File: config.mk
export PLATFORM = sky130hd
export DESIGN_NAME = async_mem_gpio_pin_mux
export DESIGN_NICKNAME = d
export VERILOG_FILES = /design/src/pin_mux_pkg.sv /design/src/pin_group_sel.sv /design/src/async_mem_gpio_pin_mux.sv
export SDC_FILE = /design/constraint.sdc
export NUM_CORES = 1
export LEC_CHECK = 0
export BUFFER_PORTS_ARGS = -buffer_cell sky130_fd_sc_hd__buf_2
export CAP_MARGIN = 10
export CORE_AREA = 2 2 252 254
export DETAILED_ROUTE_END_ITERATION = 10
export DIE_AREA = 0 0 254 256
export GPL_TIMING_DRIVEN = 0
export PLACE_DENSITY_LB_ADDON = 0.2
export SLEW_MARGIN = 20
export SYNTH_ARGS = -nofsm -noshare
export SYNTH_HDL_FRONTEND = slang
export SYNTH_SLANG_ARGS = --single-unit
File: constraint.sdc
create_clock -name clock -period 2.85 [get_ports clock]
set_input_delay 0.285 -clock clock [delete_from_list [all_inputs] [get_ports clock]]
set_output_delay 0.285 -clock clock [all_outputs]
set_load 0.02 [all_outputs]
File: src/pin_mux_pkg.sv
package pin_mux_pkg;

	// Strap codes for the memory pin partition
	localparam logic [3:0] STRAP_NAND = 4'hD;
	localparam logic [3:0] STRAP_C = 4'hC;
	localparam logic [3:0] STRAP_A = 4'hA;
	localparam logic [3:0] STRAP_SRAM8 = 4'h8;
	localparam logic [3:0] STRAP_SRAM16 = 4'h2;
	localparam logic [3:0] STRAP_ZERO = 4'h0;
	localparam logic [3:0] STRAP_DEFAULT = STRAP_NAND;

	// Widths of the shared pin groups
	localparam int ADDR_W = 14;
	localparam int DATA_HI_W = 8;
	localparam int VIN_W = 16;
	localparam int VOUT_W = 16;
	localparam int GIO_W = 16;
	localparam int SER_W = 8;

	// Memory mux register layout
	localparam int MEM_SEL_W = 32;
	localparam int F_ADDR_EN_LO = 0;
	localparam int F_TOP_A14 = 14;
	localparam int F_TOP_BA0 = 15;
	localparam int F_BA1_EN = 16;
	localparam int F_DATA_HI = 17;
	localparam int F_HALF_RATE_N = 18;

	// Three-way function encoding for mixed groups
	localparam logic [1:0] FN_PRIMARY = 2'h0;
	localparam logic [1:0] FN_SECONDARY = 2'h1;
	localparam logic [1:0] FN_TERTIARY = 2'h2;
	localparam logic [1:0] FN_GPIO2 = 2'h3;

endpackage : pin_mux_pkg

File: src/pin_group_sel.sv
`timescale 1ns/10ps
// One pin group of W lanes choosing between up to three function sources
module pin_group_sel #(
	parameter int W = 8
) (
	input wire logic [1:0] sel,
	input wire logic [W-1:0] fn0_out,
	input wire logic [W-1:0] fn0_oe,
	input wire logic [W-1:0] fn1_out,
	input wire logic [W-1:0] fn1_oe,
	input wire logic [W-1:0] fn2_out,
	input wire logic [W-1:0] fn2_oe,
	output logic [W-1:0] pin_out,
	output logic [W-1:0] pin_oe
);
	import pin_mux_pkg::*;

	// Unused code falls back to the third function
	always_comb begin
		case (sel)
			FN_PRIMARY: begin
				pin_out = fn0_out;
				pin_oe = fn0_oe;
			end
			FN_SECONDARY: begin
				pin_out = fn1_out;
				pin_oe = fn1_oe;
			end
			default: begin
				pin_out = fn2_out;
				pin_oe = fn2_oe;
			end
		endcase
	end

endmodule : pin_group_sel

File: src/async_mem_gpio_pin_mux.sv
`timescale 1ns/10ps
module async_mem_gpio_pin_mux (
	input wire logic clock,
	input wire logic rstn,
	// Strap level on the shared address pins
	input wire logic [3:0] mem_pin_config_strap,
	input wire logic strap_driven,
	// Software mux writes
	input wire logic mem_if_sel_we,
	input wire logic [pin_mux_pkg::MEM_SEL_W-1:0] mem_if_sel_wdata,
	input wire logic video_in_sel_we,
	input wire logic [1:0] video_in_sel_wdata,
	input wire logic video_out_sel_we,
	input wire logic [1:0] video_out_sel_wdata,
	input wire logic gio_sel_we,
	input wire logic [pin_mux_pkg::GIO_W-1:0] gio_sel_wdata,
	input wire logic serial_card_sel_we,
	input wire logic [1:0] serial_card_sel_wdata,
	// Memory interface side
	input wire logic [pin_mux_pkg::ADDR_W-1:0] mem_addr,
	input wire logic [1:0] mem_bank_addr,
	input wire logic mem_addr14,
	input wire logic [pin_mux_pkg::DATA_HI_W-1:0] mem_data_hi_out,
	input wire logic mem_data_hi_oe,
	output logic [pin_mux_pkg::DATA_HI_W-1:0] mem_data_hi_in,
	// GPIO side for the memory pins (gpio 46..67)
	input wire logic [21:0] mem_gpio_out,
	input wire logic [21:0] mem_gpio_oe,
	output logic [21:0] mem_gpio_in,
	// Memory pins
	output logic [pin_mux_pkg::ADDR_W-1:0] ext_mem_addr_pin_out,
	output logic [pin_mux_pkg::ADDR_W-1:0] ext_mem_addr_pin_oe,
	input wire logic [pin_mux_pkg::ADDR_W-1:0] ext_mem_addr_pin_in,
	output logic [1:0] ext_mem_bank_addr_pin_out,
	output logic [1:0] ext_mem_bank_addr_pin_oe,
	input wire logic [1:0] ext_mem_bank_addr_pin_in,
	output logic [pin_mux_pkg::DATA_HI_W-1:0] ext_mem_data_pin_out,
	output logic [pin_mux_pkg::DATA_HI_W-1:0] ext_mem_data_pin_oe,
	input wire logic [pin_mux_pkg::DATA_HI_W-1:0] ext_mem_data_pin_in,
	// Video in group: front end, serial port 2, GPIO
	input wire logic [pin_mux_pkg::VIN_W-1:0] vin_spi_out,
	input wire logic [pin_mux_pkg::VIN_W-1:0] vin_spi_oe,
	input wire logic [pin_mux_pkg::VIN_W-1:0] vin_gpio_out,
	input wire logic [pin_mux_pkg::VIN_W-1:0] vin_gpio_oe,
	output logic [pin_mux_pkg::VIN_W-1:0] vin_pin_out,
	output logic [pin_mux_pkg::VIN_W-1:0] vin_pin_oe,
	// Video out group: back end, PWM and real-time out, GPIO
	input wire logic [pin_mux_pkg::VOUT_W-1:0] vout_out,
	input wire logic [pin_mux_pkg::VOUT_W-1:0] vout_pwm_out,
	input wire logic [pin_mux_pkg::VOUT_W-1:0] vout_gpio_out,
	input wire logic [pin_mux_pkg::VOUT_W-1:0] vout_gpio_oe,
	output logic [pin_mux_pkg::VOUT_W-1:0] vout_pin_out,
	output logic [pin_mux_pkg::VOUT_W-1:0] vout_pin_oe,
	// General pins: peripheral or GPIO per bit
	input wire logic [pin_mux_pkg::GIO_W-1:0] gio_periph_out,
	input wire logic [pin_mux_pkg::GIO_W-1:0] gio_periph_oe,
	input wire logic [pin_mux_pkg::GIO_W-1:0] gio_gpio_out,
	input wire logic [pin_mux_pkg::GIO_W-1:0] gio_gpio_oe,
	output logic [pin_mux_pkg::GIO_W-1:0] gio_pin_out,
	output logic [pin_mux_pkg::GIO_W-1:0] gio_pin_oe,
	// Serial and card group: card port, GPIO, UART2
	input wire logic [pin_mux_pkg::SER_W-1:0] ser_card_out,
	input wire logic [pin_mux_pkg::SER_W-1:0] ser_card_oe,
	input wire logic [pin_mux_pkg::SER_W-1:0] ser_gpio_out,
	input wire logic [pin_mux_pkg::SER_W-1:0] ser_gpio_oe,
	input wire logic [pin_mux_pkg::SER_W-1:0] ser_uart_out,
	input wire logic [pin_mux_pkg::SER_W-1:0] ser_uart_oe,
	output logic [pin_mux_pkg::SER_W-1:0] ser_pin_out,
	output logic [pin_mux_pkg::SER_W-1:0] ser_pin_oe,
	// Status
	output logic [3:0] mem_pin_strap_code,
	output logic [pin_mux_pkg::MEM_SEL_W-1:0] mem_if_pin_select_reg,
	output logic mem_half_rate,
	output logic [1:0] video_in_pin_select_reg,
	output logic [1:0] video_out_pin_select_reg,
	output logic [pin_mux_pkg::GIO_W-1:0] gio_pin_select_reg,
	output logic [1:0] serial_card_pin_select_reg
);
	import pin_mux_pkg::*;

	logic in_reset_r;
	logic in_reset_nxt;
	logic [3:0] strap_r;
	logic [3:0] strap_nxt;
	logic [MEM_SEL_W-1:0] mem_sel_r;
	logic [MEM_SEL_W-1:0] mem_sel_nxt;
	logic [1:0] vin_sel_r;
	logic [1:0] vin_sel_nxt;
	logic [1:0] vout_sel_r;
	logic [1:0] vout_sel_nxt;
	logic [GIO_W-1:0] gio_sel_r;
	logic [GIO_W-1:0] gio_sel_nxt;
	logic [1:0] ser_sel_r;
	logic [1:0] ser_sel_nxt;
	logic [3:0] strap_eff;
	logic [MEM_SEL_W-1:0] strap_sel;

	// Effective strap: undriven pins pull to NAND
	always_comb begin
		strap_eff = strap_driven ? mem_pin_config_strap : STRAP_DEFAULT;
	end

	// Strap code to partition; one address-enable bit per address pin
	always_comb begin
		strap_sel = '0;
		strap_sel[F_ADDR_EN_LO +: ADDR_W] = {ADDR_W{1'b1}};
		strap_sel[F_BA1_EN] = 1'b1;
		strap_sel[F_TOP_A14] = 1'b0;
		strap_sel[F_TOP_BA0] = 1'b0;
		strap_sel[F_DATA_HI] = 1'b0;
		case (strap_eff)
			STRAP_C: begin
			end
			STRAP_A: strap_sel[F_TOP_A14] = 1'b1;
			STRAP_SRAM8: strap_sel[F_TOP_BA0] = 1'b1;
			STRAP_SRAM16: begin
				strap_sel[F_TOP_A14] = 1'b1;
				strap_sel[F_DATA_HI] = 1'b1;
			end
			STRAP_ZERO: begin
				strap_sel[F_TOP_BA0] = 1'b1;
				strap_sel[F_DATA_HI] = 1'b1;
			end
			default: begin
				// NAND or any unlisted code: only the latch-enable pins stay address
				strap_sel[F_ADDR_EN_LO +: ADDR_W] = '0;
				strap_sel[F_BA1_EN] = 1'b0;
			end
		endcase
	end

	// Register next values: strap at release, software writes after
	always_comb begin
		in_reset_nxt = 1'b0;
		strap_nxt = strap_r;
		mem_sel_nxt = mem_sel_r;
		vin_sel_nxt = vin_sel_r;
		vout_sel_nxt = vout_sel_r;
		gio_sel_nxt = gio_sel_r;
		ser_sel_nxt = ser_sel_r;
		if (in_reset_r) begin
			// First edge after release catches the strap, held thereafter
			strap_nxt = strap_eff;
			mem_sel_nxt = strap_sel;
		end else begin
			// Contents are not validated; board and software own this
			if (mem_if_sel_we) mem_sel_nxt = mem_if_sel_wdata;
			if (video_in_sel_we) vin_sel_nxt = video_in_sel_wdata;
			if (video_out_sel_we) vout_sel_nxt = video_out_sel_wdata;
			if (gio_sel_we) gio_sel_nxt = gio_sel_wdata;
			if (serial_card_sel_we) ser_sel_nxt = serial_card_sel_wdata;
		end
	end

	// Sync reset; strap sampled on the first clock after release
	always_ff @(posedge clock) begin
		if (!rstn) begin
			in_reset_r <= 1'b1;
			strap_r <= STRAP_DEFAULT;
			mem_sel_r <= '0;
			vin_sel_r <= FN_PRIMARY;
			vout_sel_r <= FN_PRIMARY;
			gio_sel_r <= '0;
			ser_sel_r <= FN_PRIMARY;
		end else begin
			in_reset_r <= in_reset_nxt;
			strap_r <= strap_nxt;
			mem_sel_r <= mem_sel_nxt;
			vin_sel_r <= vin_sel_nxt;
			vout_sel_r <= vout_sel_nxt;
			gio_sel_r <= gio_sel_nxt;
			ser_sel_r <= ser_sel_nxt;
		end
	end

	// Memory pins; while strapping, the address pins are released (inputs)
	always_comb begin
		for (int i = 0; i < ADDR_W; i++) begin
			if (i == 1 || i == 2) begin
				ext_mem_addr_pin_out[i] = mem_addr[i];
				ext_mem_addr_pin_oe[i] = ~in_reset_r;
			end else if (mem_sel_r[F_ADDR_EN_LO + i]) begin
				ext_mem_addr_pin_out[i] = mem_addr[i];
				ext_mem_addr_pin_oe[i] = ~in_reset_r;
			end else begin
				// A0 maps to GPIO56, A3..A13 to GPIO57..67
				ext_mem_addr_pin_out[i] = mem_gpio_out[(i == 0) ? 10 : 8 + i];
				ext_mem_addr_pin_oe[i] = mem_gpio_oe[(i == 0) ? 10 : 8 + i] & ~in_reset_r;
			end
		end
		// Bank pin 1 or GPIO55
		if (mem_sel_r[F_BA1_EN]) begin
			ext_mem_bank_addr_pin_out[1] = mem_bank_addr[1];
			ext_mem_bank_addr_pin_oe[1] = 1'b1;
		end else begin
			ext_mem_bank_addr_pin_out[1] = mem_gpio_out[9];
			ext_mem_bank_addr_pin_oe[1] = mem_gpio_oe[9];
		end
		// Top pin: A14, bank 0, or GPIO54
		if (mem_sel_r[F_TOP_A14]) begin
			ext_mem_bank_addr_pin_out[0] = mem_addr14;
			ext_mem_bank_addr_pin_oe[0] = 1'b1;
		end else if (mem_sel_r[F_TOP_BA0]) begin
			ext_mem_bank_addr_pin_out[0] = mem_bank_addr[0];
			ext_mem_bank_addr_pin_oe[0] = 1'b1;
		end else begin
			ext_mem_bank_addr_pin_out[0] = mem_gpio_out[8];
			ext_mem_bank_addr_pin_oe[0] = mem_gpio_oe[8];
		end
		// Upper data byte or GPIO46..53
		if (mem_sel_r[F_DATA_HI]) begin
			ext_mem_data_pin_out = mem_data_hi_out;
			ext_mem_data_pin_oe = {DATA_HI_W{mem_data_hi_oe}};
		end else begin
			ext_mem_data_pin_out = mem_gpio_out[7:0];
			ext_mem_data_pin_oe = mem_gpio_oe[7:0];
		end
	end

	// Input paths back to GPIO and memory
	always_comb begin
		mem_gpio_in = {ext_mem_addr_pin_in[13:3], ext_mem_addr_pin_in[0],
			ext_mem_bank_addr_pin_in[1], ext_mem_bank_addr_pin_in[0], ext_mem_data_pin_in};
		mem_data_hi_in = ext_mem_data_pin_in;
	end

	// Three-way groups share one selector module
	pin_group_sel #(.W(VIN_W)) vin_mux (
		.sel(vin_sel_r),
		.fn0_out('0),
		.fn0_oe('0),
		.fn1_out(vin_spi_out),
		.fn1_oe(vin_spi_oe),
		.fn2_out(vin_gpio_out),
		.fn2_oe(vin_gpio_oe),
		.pin_out(vin_pin_out),
		.pin_oe(vin_pin_oe)
	);
	pin_group_sel #(.W(VOUT_W)) vout_mux (
		.sel(vout_sel_r),
		.fn0_out(vout_out),
		.fn0_oe({VOUT_W{1'b1}}),
		.fn1_out(vout_pwm_out),
		.fn1_oe({VOUT_W{1'b1}}),
		.fn2_out(vout_gpio_out),
		.fn2_oe(vout_gpio_oe),
		.pin_out(vout_pin_out),
		.pin_oe(vout_pin_oe)
	);
	pin_group_sel #(.W(SER_W)) ser_mux (
		.sel(ser_sel_r),
		.fn0_out(ser_card_out),
		.fn0_oe(ser_card_oe),
		.fn1_out(ser_gpio_out),
		.fn1_oe(ser_gpio_oe),
		.fn2_out(ser_uart_out),
		.fn2_oe(ser_uart_oe),
		.pin_out(ser_pin_out),
		.pin_oe(ser_pin_oe)
	);

	// Two-way general pins: select bit 1 means GPIO
	always_comb begin
		gio_pin_out = (gio_sel_r & gio_gpio_out) | (~gio_sel_r & gio_periph_out);
		gio_pin_oe = (gio_sel_r & gio_gpio_oe) | (~gio_sel_r & gio_periph_oe);
	end

	// Status readback
	always_comb begin
		mem_pin_strap_code = strap_r;
		mem_if_pin_select_reg = mem_sel_r;
		mem_half_rate = ~mem_sel_r[F_HALF_RATE_N];
		video_in_pin_select_reg = vin_sel_r;
		video_out_pin_select_reg = vout_sel_r;
		gio_pin_select_reg = gio_sel_r;
		serial_card_pin_select_reg = ser_sel_r;
	end

endmodule : async_mem_gpio_pin_mux

==> run metrics, run 1 <==
via count=6,480; peak supply drop=approximately 220 uV; die width=around 250 um; Net Count, Synth=between 900 and 1k; Synth Warn #=0; die area=around 0.065 mm^2; grt ovf=0; Syn Area/Cell=8.07 um^2; clock share of power=35.6%; WP data required=around 2.6 ns; Final #Nets=1,576; routed wl met2=roughly 17,000 um; Filler cells=approximately 7.4k; Post-Syn Area=between 0.004 and 0.005 mm^2; remaining antenna violation count=0; leakage=4.48 nW; worst-skew pair later-pin latency=about 0.38 ns; area used by multi-input combinational logic=0.00267 mm^2; 1st-pass router iterations=7; Syn Inst Count=about 540; Crit. End Element=primary output; Max Cap Viol=0; highest metal used=met5; input/output buffers=slightly above 600; critical path data arrival time=roughly 2.2 ns; clk sink count=59; Synth cell types=26; FMAX=roughly 410 MHz; CTS Buffer Depth=2; setup violators final=0; sw frac=a little under two fifths; HP Class=input port to flip-flop; Layout Cells excl Fill=slightly above 2k; RSZ-0062 raised after global routing=false; slew of the pin with the lowest slew margin=just over 0.8 ns; PD cells=roughly 380 mW/mm^2; Hold Path Sink=video_in_pin_select_reg[0]; FF/Latch Area=0.00118 mm^2; Worst Min Path Start=video_in_sel_wdata[0]; clk_skew=about 0.023 ns; status=completed; Psw=0.00126 W; Initial Util=under 10%; Cell Area, Placed=0.00855 mm^2; first-pass GRT wire length=between 40,000 and 50,000 um; Area growth syn-to-layout=103%; Placement Rows=92; R2R Setup Slk=between 1 and 1.5 ns; DRT iter0 DRCs=around 200; Worst R2R Path Depth=5; #FFs+latches synth=slightly below 60; post-layout min period=~2.5 ns; relative slew slack=about 46%; final wirelength=approximately 32,000 um; vias in the first global route=between 6k and 7k; H-tree levels=3; met3 wire len=~2700 um; Critical Path Start Type=flip-flop; Post-CTS Repair Setup Buffers=0; DR WL/cell=around 16 um; Die Height=around 260 um; IO Count=649; clock root cell=clkbuf_16; Comb power frac=37.0%; drt drc=0; internal power=between 0.002 and 0.0025 W; CTS clk-pin slew, worst paths=around 0.080 ns; Final Hold Vio Count=0; Flop pwr share=between 20% and 30%; layout cell share with drive strength beyond 1=64.8%; initial antenna violation count=8; fin area=0.00887 mm^2; WS Path Type=flip-flop to primary output; Final Max Tran Viols=0; Final Cycle Share=86.6%; total negative slack=0 ns; Reg-to-Reg End=mem_if_pin_select_reg[23]; Reg-to-Reg Start=in_reset_r; Total GRT Usage=9.41%; CTS Hold Buffers Added=0; drt via density=around 3.2; Inst Count DP=approximately 2.0k; hold path depth=3; M1 WL=between 10,000 and 15,000 um; Core Area=between 0.06 and 0.07 mm^2; register area share after synthesis=27.0%; CTS tree=yes; Num CTS Buffers=9; post-cts repair resize count=0; routability cong.=approximately 0.83; largest net degree at the start of global routing=13; worst-path fanout max=10; Largest register FFs=32; DP HPWL=28,100 um
final cells by class:
cell class / count / share of cell area [%]
antenna: 7 / 0.197
buffer: 74 / 4.89
clock buffer: 9 / 2.54
clock inverter: 7 / 0.860
inverter: 27 / 1.14
multi-input combinational: 383 / 30.0
sequential: 59 / 13.3
tap: 846 / 11.9
timing repair buffer: 622 / 35.1
cells in the final DEF, fill, tap and decap left out, types with 27 or more instances in the layout:
cell       n
a21oi_1   32
a22o_1    32
buf_2    641
buf_4     33
dfxtp_1   58
inv_1     27
mux2_2    53
mux2i_1   53
nand2_1   71
nor2_1    44
o21ai_0   41
synthesized netlist by cell type:
| library cell | number | share of area, % |
|---|---|---|
| nor2b_1 | 8 | 1.1 |
| buf_4 | 33 | 5.7 |
| nor2_1 | 44 | 3.8 |
| o21ai_0 | 41 | 4.7 |
| buf_1 | 3 | 0.26 |
| a211oi_4 | 1 | 0.46 |
| nand2b_1 | 18 | 2.6 |
| clkbuf_1 | 17 | 1.5 |
| buf_2 | 19 | 2.2 |
| or2_2 | 2 | 0.29 |
| o22ai_1 | 6 | 0.86 |
| inv_1 | 27 | 2.3 |
| nand4bb_1 | 1 | 0.26 |
| mux2_2 | 53 | 14 |
| a22o_1 | 32 | 6.4 |
| dfxtp_1 | 59 | 27 |
| o211a_1 | 3 | 0.69 |
| clkbuf_2 | 1 | 0.11 |
| nand2_1 | 71 | 6.1 |
| or3_1 | 1 | 0.14 |
| o221a_2 | 15 | 3.9 |
| a21oi_1 | 32 | 3.7 |
| nand2_2 | 1 | 0.14 |
| buf_6 | 1 | 0.26 |
| mux2i_1 | 53 | 12 |
| nand3_1 | 1 | 0.11 |
per-stage QoR:
step,power [W],setup slack (ns),utilization (%),hold WS [ns]
after floorplan,0.00156,1.03,-,0.421
after global placement,0.00219,0.462,13.7,0.453
after detailed placement,0.00219,0.472,13.7,0.452
after CTS,0.00346,0.0173,14.2,0.100
after global routing,0.00356,0.208,14.2,0.133
final,0.00334,0.381,14.2,0.138
worst max-delay path: stages (launching register included):
cell and delay (ns):
dfxtp_2 0.51, buf_2 0.41, buf_2 0.30, buf_2 0.31
nor2_1 0.08, buf_2 0.17
worst max path at each step:
stage,startpoint,to,slack (ns),depth (start not counted)
floorplan,serial_card_pin_select_reg[0],ser_pin_oe[1],1.03,4
global placement,in_reset_r,ext_mem_addr_pin_oe[4],0.46,5
detailed placement,in_reset_r,ext_mem_addr_pin_oe[4],0.47,5
CTS,in_reset_r,ext_mem_addr_pin_oe[4],0.02,5
global route,in_reset_r,ext_mem_addr_pin_oe[12],0.21,5
finish,in_reset_r,ext_mem_addr_pin_oe[4],0.38,5
routing by layer:
metal / vias up / track usage, %
met1: 2948 / 9.78
li1: 3131 / -
met3: 26 / 2.87
met4: 4 / 3.32
met2: 371 / 17.6
met5: - / 0
power groups by stage:
stage | sequential (W) | clock [W] | combinational [W]
CTS | 0.000916 | 0.00128 | 0.00126
global placement | 0.000933 | 0 | 0.00126
detailed placement | 0.000935 | 0 | 0.00126
global route | 0.000921 | 0.00130 | 0.00134
floorplan | 0.000963 | 0 | 0.000598
finish | 0.000913 | 0.00119 | 0.00124
logic make-up (layout without fill, tap and decap cells):
family	Yosys count	after routing	share of synthesized area (%)
AND/OR/NAND/NOR	147	147	14.5
AO/OA/AOI/OAI	130	130	20.6
buffers and inverters	101	739	12.2
other	0	7	0
flip-flops	59	59	27.0
multiplexers	106	106	25.7
Note: power is estimated with default switching activity, not from simulation.
==> run 2: changes to the inputs <==
--- a/config.mk
+++ b/config.mk
@@ -7,12 +7,13 @@
 export LEC_CHECK = 0
 export BUFFER_PORTS_ARGS = -buffer_cell sky130_fd_sc_hd__buf_2
 export CAP_MARGIN = 10
-export CORE_AREA = 2 2 252 254
+export CORE_AREA = 2 2 253 255
 export DETAILED_ROUTE_END_ITERATION = 10
-export DIE_AREA = 0 0 254 256
+export DIE_AREA = 0 0 255 257
 export GPL_TIMING_DRIVEN = 0
 export PLACE_DENSITY_LB_ADDON = 0.2
 export SLEW_MARGIN = 20
 export SYNTH_ARGS = -nofsm -noshare
 export SYNTH_HDL_FRONTEND = slang
+export SYNTH_HIERARCHICAL = 1
 export SYNTH_SLANG_ARGS = --single-unit
==> run 2 against run 1 <==
  * Die area grew 0.79%
  * Clock power up 22%
  * Final cell count rose by 8.0%
  * First-iteration DRC count up 38%
  * Utilization increased by 1.5 points
  * Count of clock-buffer cells in the layout stayed put
==> run metrics, run 2 <==
clk sink count=59 (unchanged); relative slew slack=49.2% (+3.3 points); via count=7,102 (+9.6%); drt drc=0 (unchanged); worst-skew pair later-pin latency=0.37 ns (about the same); Initial Util=8.14% (+1.1 points); Max Cap Viol=0 (unchanged); FF/Latch Area=0.00118 mm^2 (unchanged); FFs w/ async S/R, synth=0% (unchanged); HP Class=input port to flip-flop; Placement Rows=92 (unchanged); input/output buffers=622 (unchanged); Filler cells=7,302 (-0.68%); final hold slack=0.153 ns (+0.0144 ns); commonest cells after routing, fill and taps aside=649 x buf_2, 119 x nand2_1, 101 x mux2i_1; FMAX=419 MHz (+3.5%); Final #Nets=1,743 (+11%); Final Hold Vio Count=0 (unchanged); CTS clk-pin slew, worst paths=0.07 ns (about the same); die area=0.0655 mm^2 (+0.79%); H-tree levels=3 (unchanged); CTS tree=yes; die width=255 um (+0.39%); hold path depth=3 (unchanged); clock root cell=clkbuf_16; DRT iter0 DRCs=281 (+38%); Reg-to-Reg Start=in_reset_r; clock share of power=38.2% (+2.6 points); Final Max Tran Viols=0 (unchanged); clk_skew=0.00819 ns (-0.0144 ns); Flop pwr share=24.1% (-3.3 points); worst-path fanout max=10 (unchanged); DP HPWL=26,600 um (-5.5%); Total GRT Usage=8.69% (-0.73 points); Core Area=0.0627 mm^2 (+0.55%); most common cell after layout, fill and taps aside=buf_2; 1st-pass router iterations=4 (-3); vias in the first global route=7,018 (+7.3%); Psw=0.00136 W (+8.1%); sw frac=35.8% (-1.8 points); critical path, cell by cell=buf_2 -> buf_2 -> buf_2 -> nor2_1 -> buf_2; Area growth syn-to-layout=93.6%; drt via density=3.23 (+1.5%); first-pass GRT wire length=41,900 um (-4.6%); RSZ-0062 raised after global routing=false; Most used DFF post-synth=dfxtp_1; internal power=0.00243 W (+17%); Crit. End Element=primary output; Worst Min Path Start=gio_sel_wdata[14]; Post-Syn Area=0.00511 mm^2 (+17%); Final Cycle Share=83.7% (-3.0 points); Die Height=257 um (+0.39%); slew of the pin with the lowest slew margin=0.763 ns (-0.0493 ns); IO Count=649 (unchanged); top cells by count, synth=119 x nand2_1, 101 x mux2i_1, 66 x o21ai_1; Setup crit start=in_reset_r; final wirelength=30,300 um (-5.3%); Syn Area/Cell=7.88 um^2 (-2.3%); Largest stage delay, worst path=0.54 ns (+0.03 ns); DR WL/cell=13.8 um (-12%); Synth cell types=31 (+19%); PD cells=383 mW/mm^2 (+1.9%); critical path data arrival time=2.10 ns (-0.08 ns); grt ovf=0 (unchanged); #FFs+latches synth=59 (unchanged); area share of the largest cell type after synthesis=23.1% (-3.8 points); Critical Path Slowest Stage Cell=dfxtp_2; CTS Buffer Depth=2 (unchanged); leakage=4.93 nW (+10%); register area share after synthesis=23.1% (-3.8 points); layout cell share with drive strength beyond 1=58.5% (-6.2 points); routability cong.=0.847 (+1.6%); peak supply drop=301 uV (+37%); Critical Path Start Type=flip-flop; crit-path most repeated cell=buf_2; Post-CTS Repair Setup Buffers=0 (unchanged); setup violators final=0 (unchanged); top cell type by total area after synthesis=dfxtp_1; Synth Warn #=6 (+6); area used by multi-input combinational logic=0.00344 mm^2 (+29%); WP data required=2.57 ns (about the same); initial antenna violation count=3 (-5); Syn Inst Count=648 (+19%); WS Path Type=flip-flop to primary output; Comb power frac=37.7% (+0.7 points); main area contributors after synthesis=dfxtp_1 23%, mux2i_1 20%, mux2_2 12%, nand2_1 8.7%, o21ai_1 6.5%; Worst R2R Path Depth=4 (-1); Num CTS Buffers=9 (unchanged); EDFF count, synth=0 (unchanged); Largest register FFs=32 (unchanged); most common cell in the synthesized netlist=nand2_1; largest net degree at the start of global routing=13 (unchanged); total negative slack=0 ns (unchanged); status=completed; post-layout min period=2.38 ns (-0.0842 ns); remaining antenna violation count=0 (unchanged)
-- run 2: cell types whose count changed after synthesis, sizes merged --
cell and delta:
conb +2, and2b +1, nor2b -2, o22ai -1, clkbuf -10, o21ai +49
nand3b +1, nand2 +48, buf +17, mux2i +48, nand2b -16, a22o -32
-- run 2: final timing paths --
path                                to  slack, ns
min reg2reg      mem_pin_strap_code[1]       0.47
max reg2reg  mem_if_pin_select_reg[17]       1.12
max            ext_mem_addr_pin_oe[10]       0.47
min             gio_pin_select_reg[14]       0.15
-- run 2: cells by family after synthesis --
family          synth area share, %
compound gates                 17.1
buf+inv                        14.0
flops                          23.1
mux                            31.5
other cells                   0.147
simple gates                   14.1
-- run 2: layer usage --
metal / vias up / track usage [%] / wire length [um]
li1: 3535 / - / -
met1: 3139 / 8.88 / 11000
met2: 397 / 16.6 / 15900
met3: 29 / 2.28 / 2690
met4: 2 / 3.44 / 747
met5: - / 0 / 13
-- run 2: final cells by class --
cell class | count | share of cell area (%)
Tap cell | 846 | 10.7
Inverter | 27 | 1.02
Clock buffer | 9 | 2.28
Antenna cell | 2 | 0.0506
Multi-Input combinational cell | 543 | 34.8
Clock inverter | 7 | 1.48
Buffer | 81 | 6.22
Timing Repair Buffer | 622 | 31.5
Sequential cell | 59 | 12.0
-- run 2: worst max-delay path: cells and delay by family, from the launching register on --
kind                   cells  cell delay [ns]
AND/OR/NAND/NOR            1             0.11
flip-flops                 1             0.54
buffers and inverters      4             1.05
-- run 2: per-stage QoR --
step | instance area [um^2] | setup WS (ns) | cells | utilization [%] | total power (W)
floorplan | 5340 | 1.26 | 710 | - | 0.00172
global placement | 9510 | 0.477 | 2178 | 15.2 | 0.00238
detailed placement | 9510 | 0.457 | 2178 | 15.2 | 0.00238
CTS | 9880 | 0.0237 | 2194 | 15.8 | 0.00390
global route | 9890 | 0.226 | 2195 | 15.8 | 0.00403
finish | 9890 | 0.466 | 2196 | 15.8 | 0.00379
-- run 2: power groups by stage --
stage                     Clock [W]  Combinational (W)  Sequential [W]
after floorplan                   0           0.000758        0.000963
after global placement            0            0.00144        0.000933
after detailed placement          0            0.00145        0.000933
after CTS                   0.00154            0.00145        0.000916
after global routing        0.00156            0.00155        0.000922
final                       0.00145            0.00143        0.000914
-- run 2: what timing repair did --
action                     4_1_cts  5_1_grt
hold buffers                     0        0
setup endpoints to repair        0       10
resized for setup                0        1
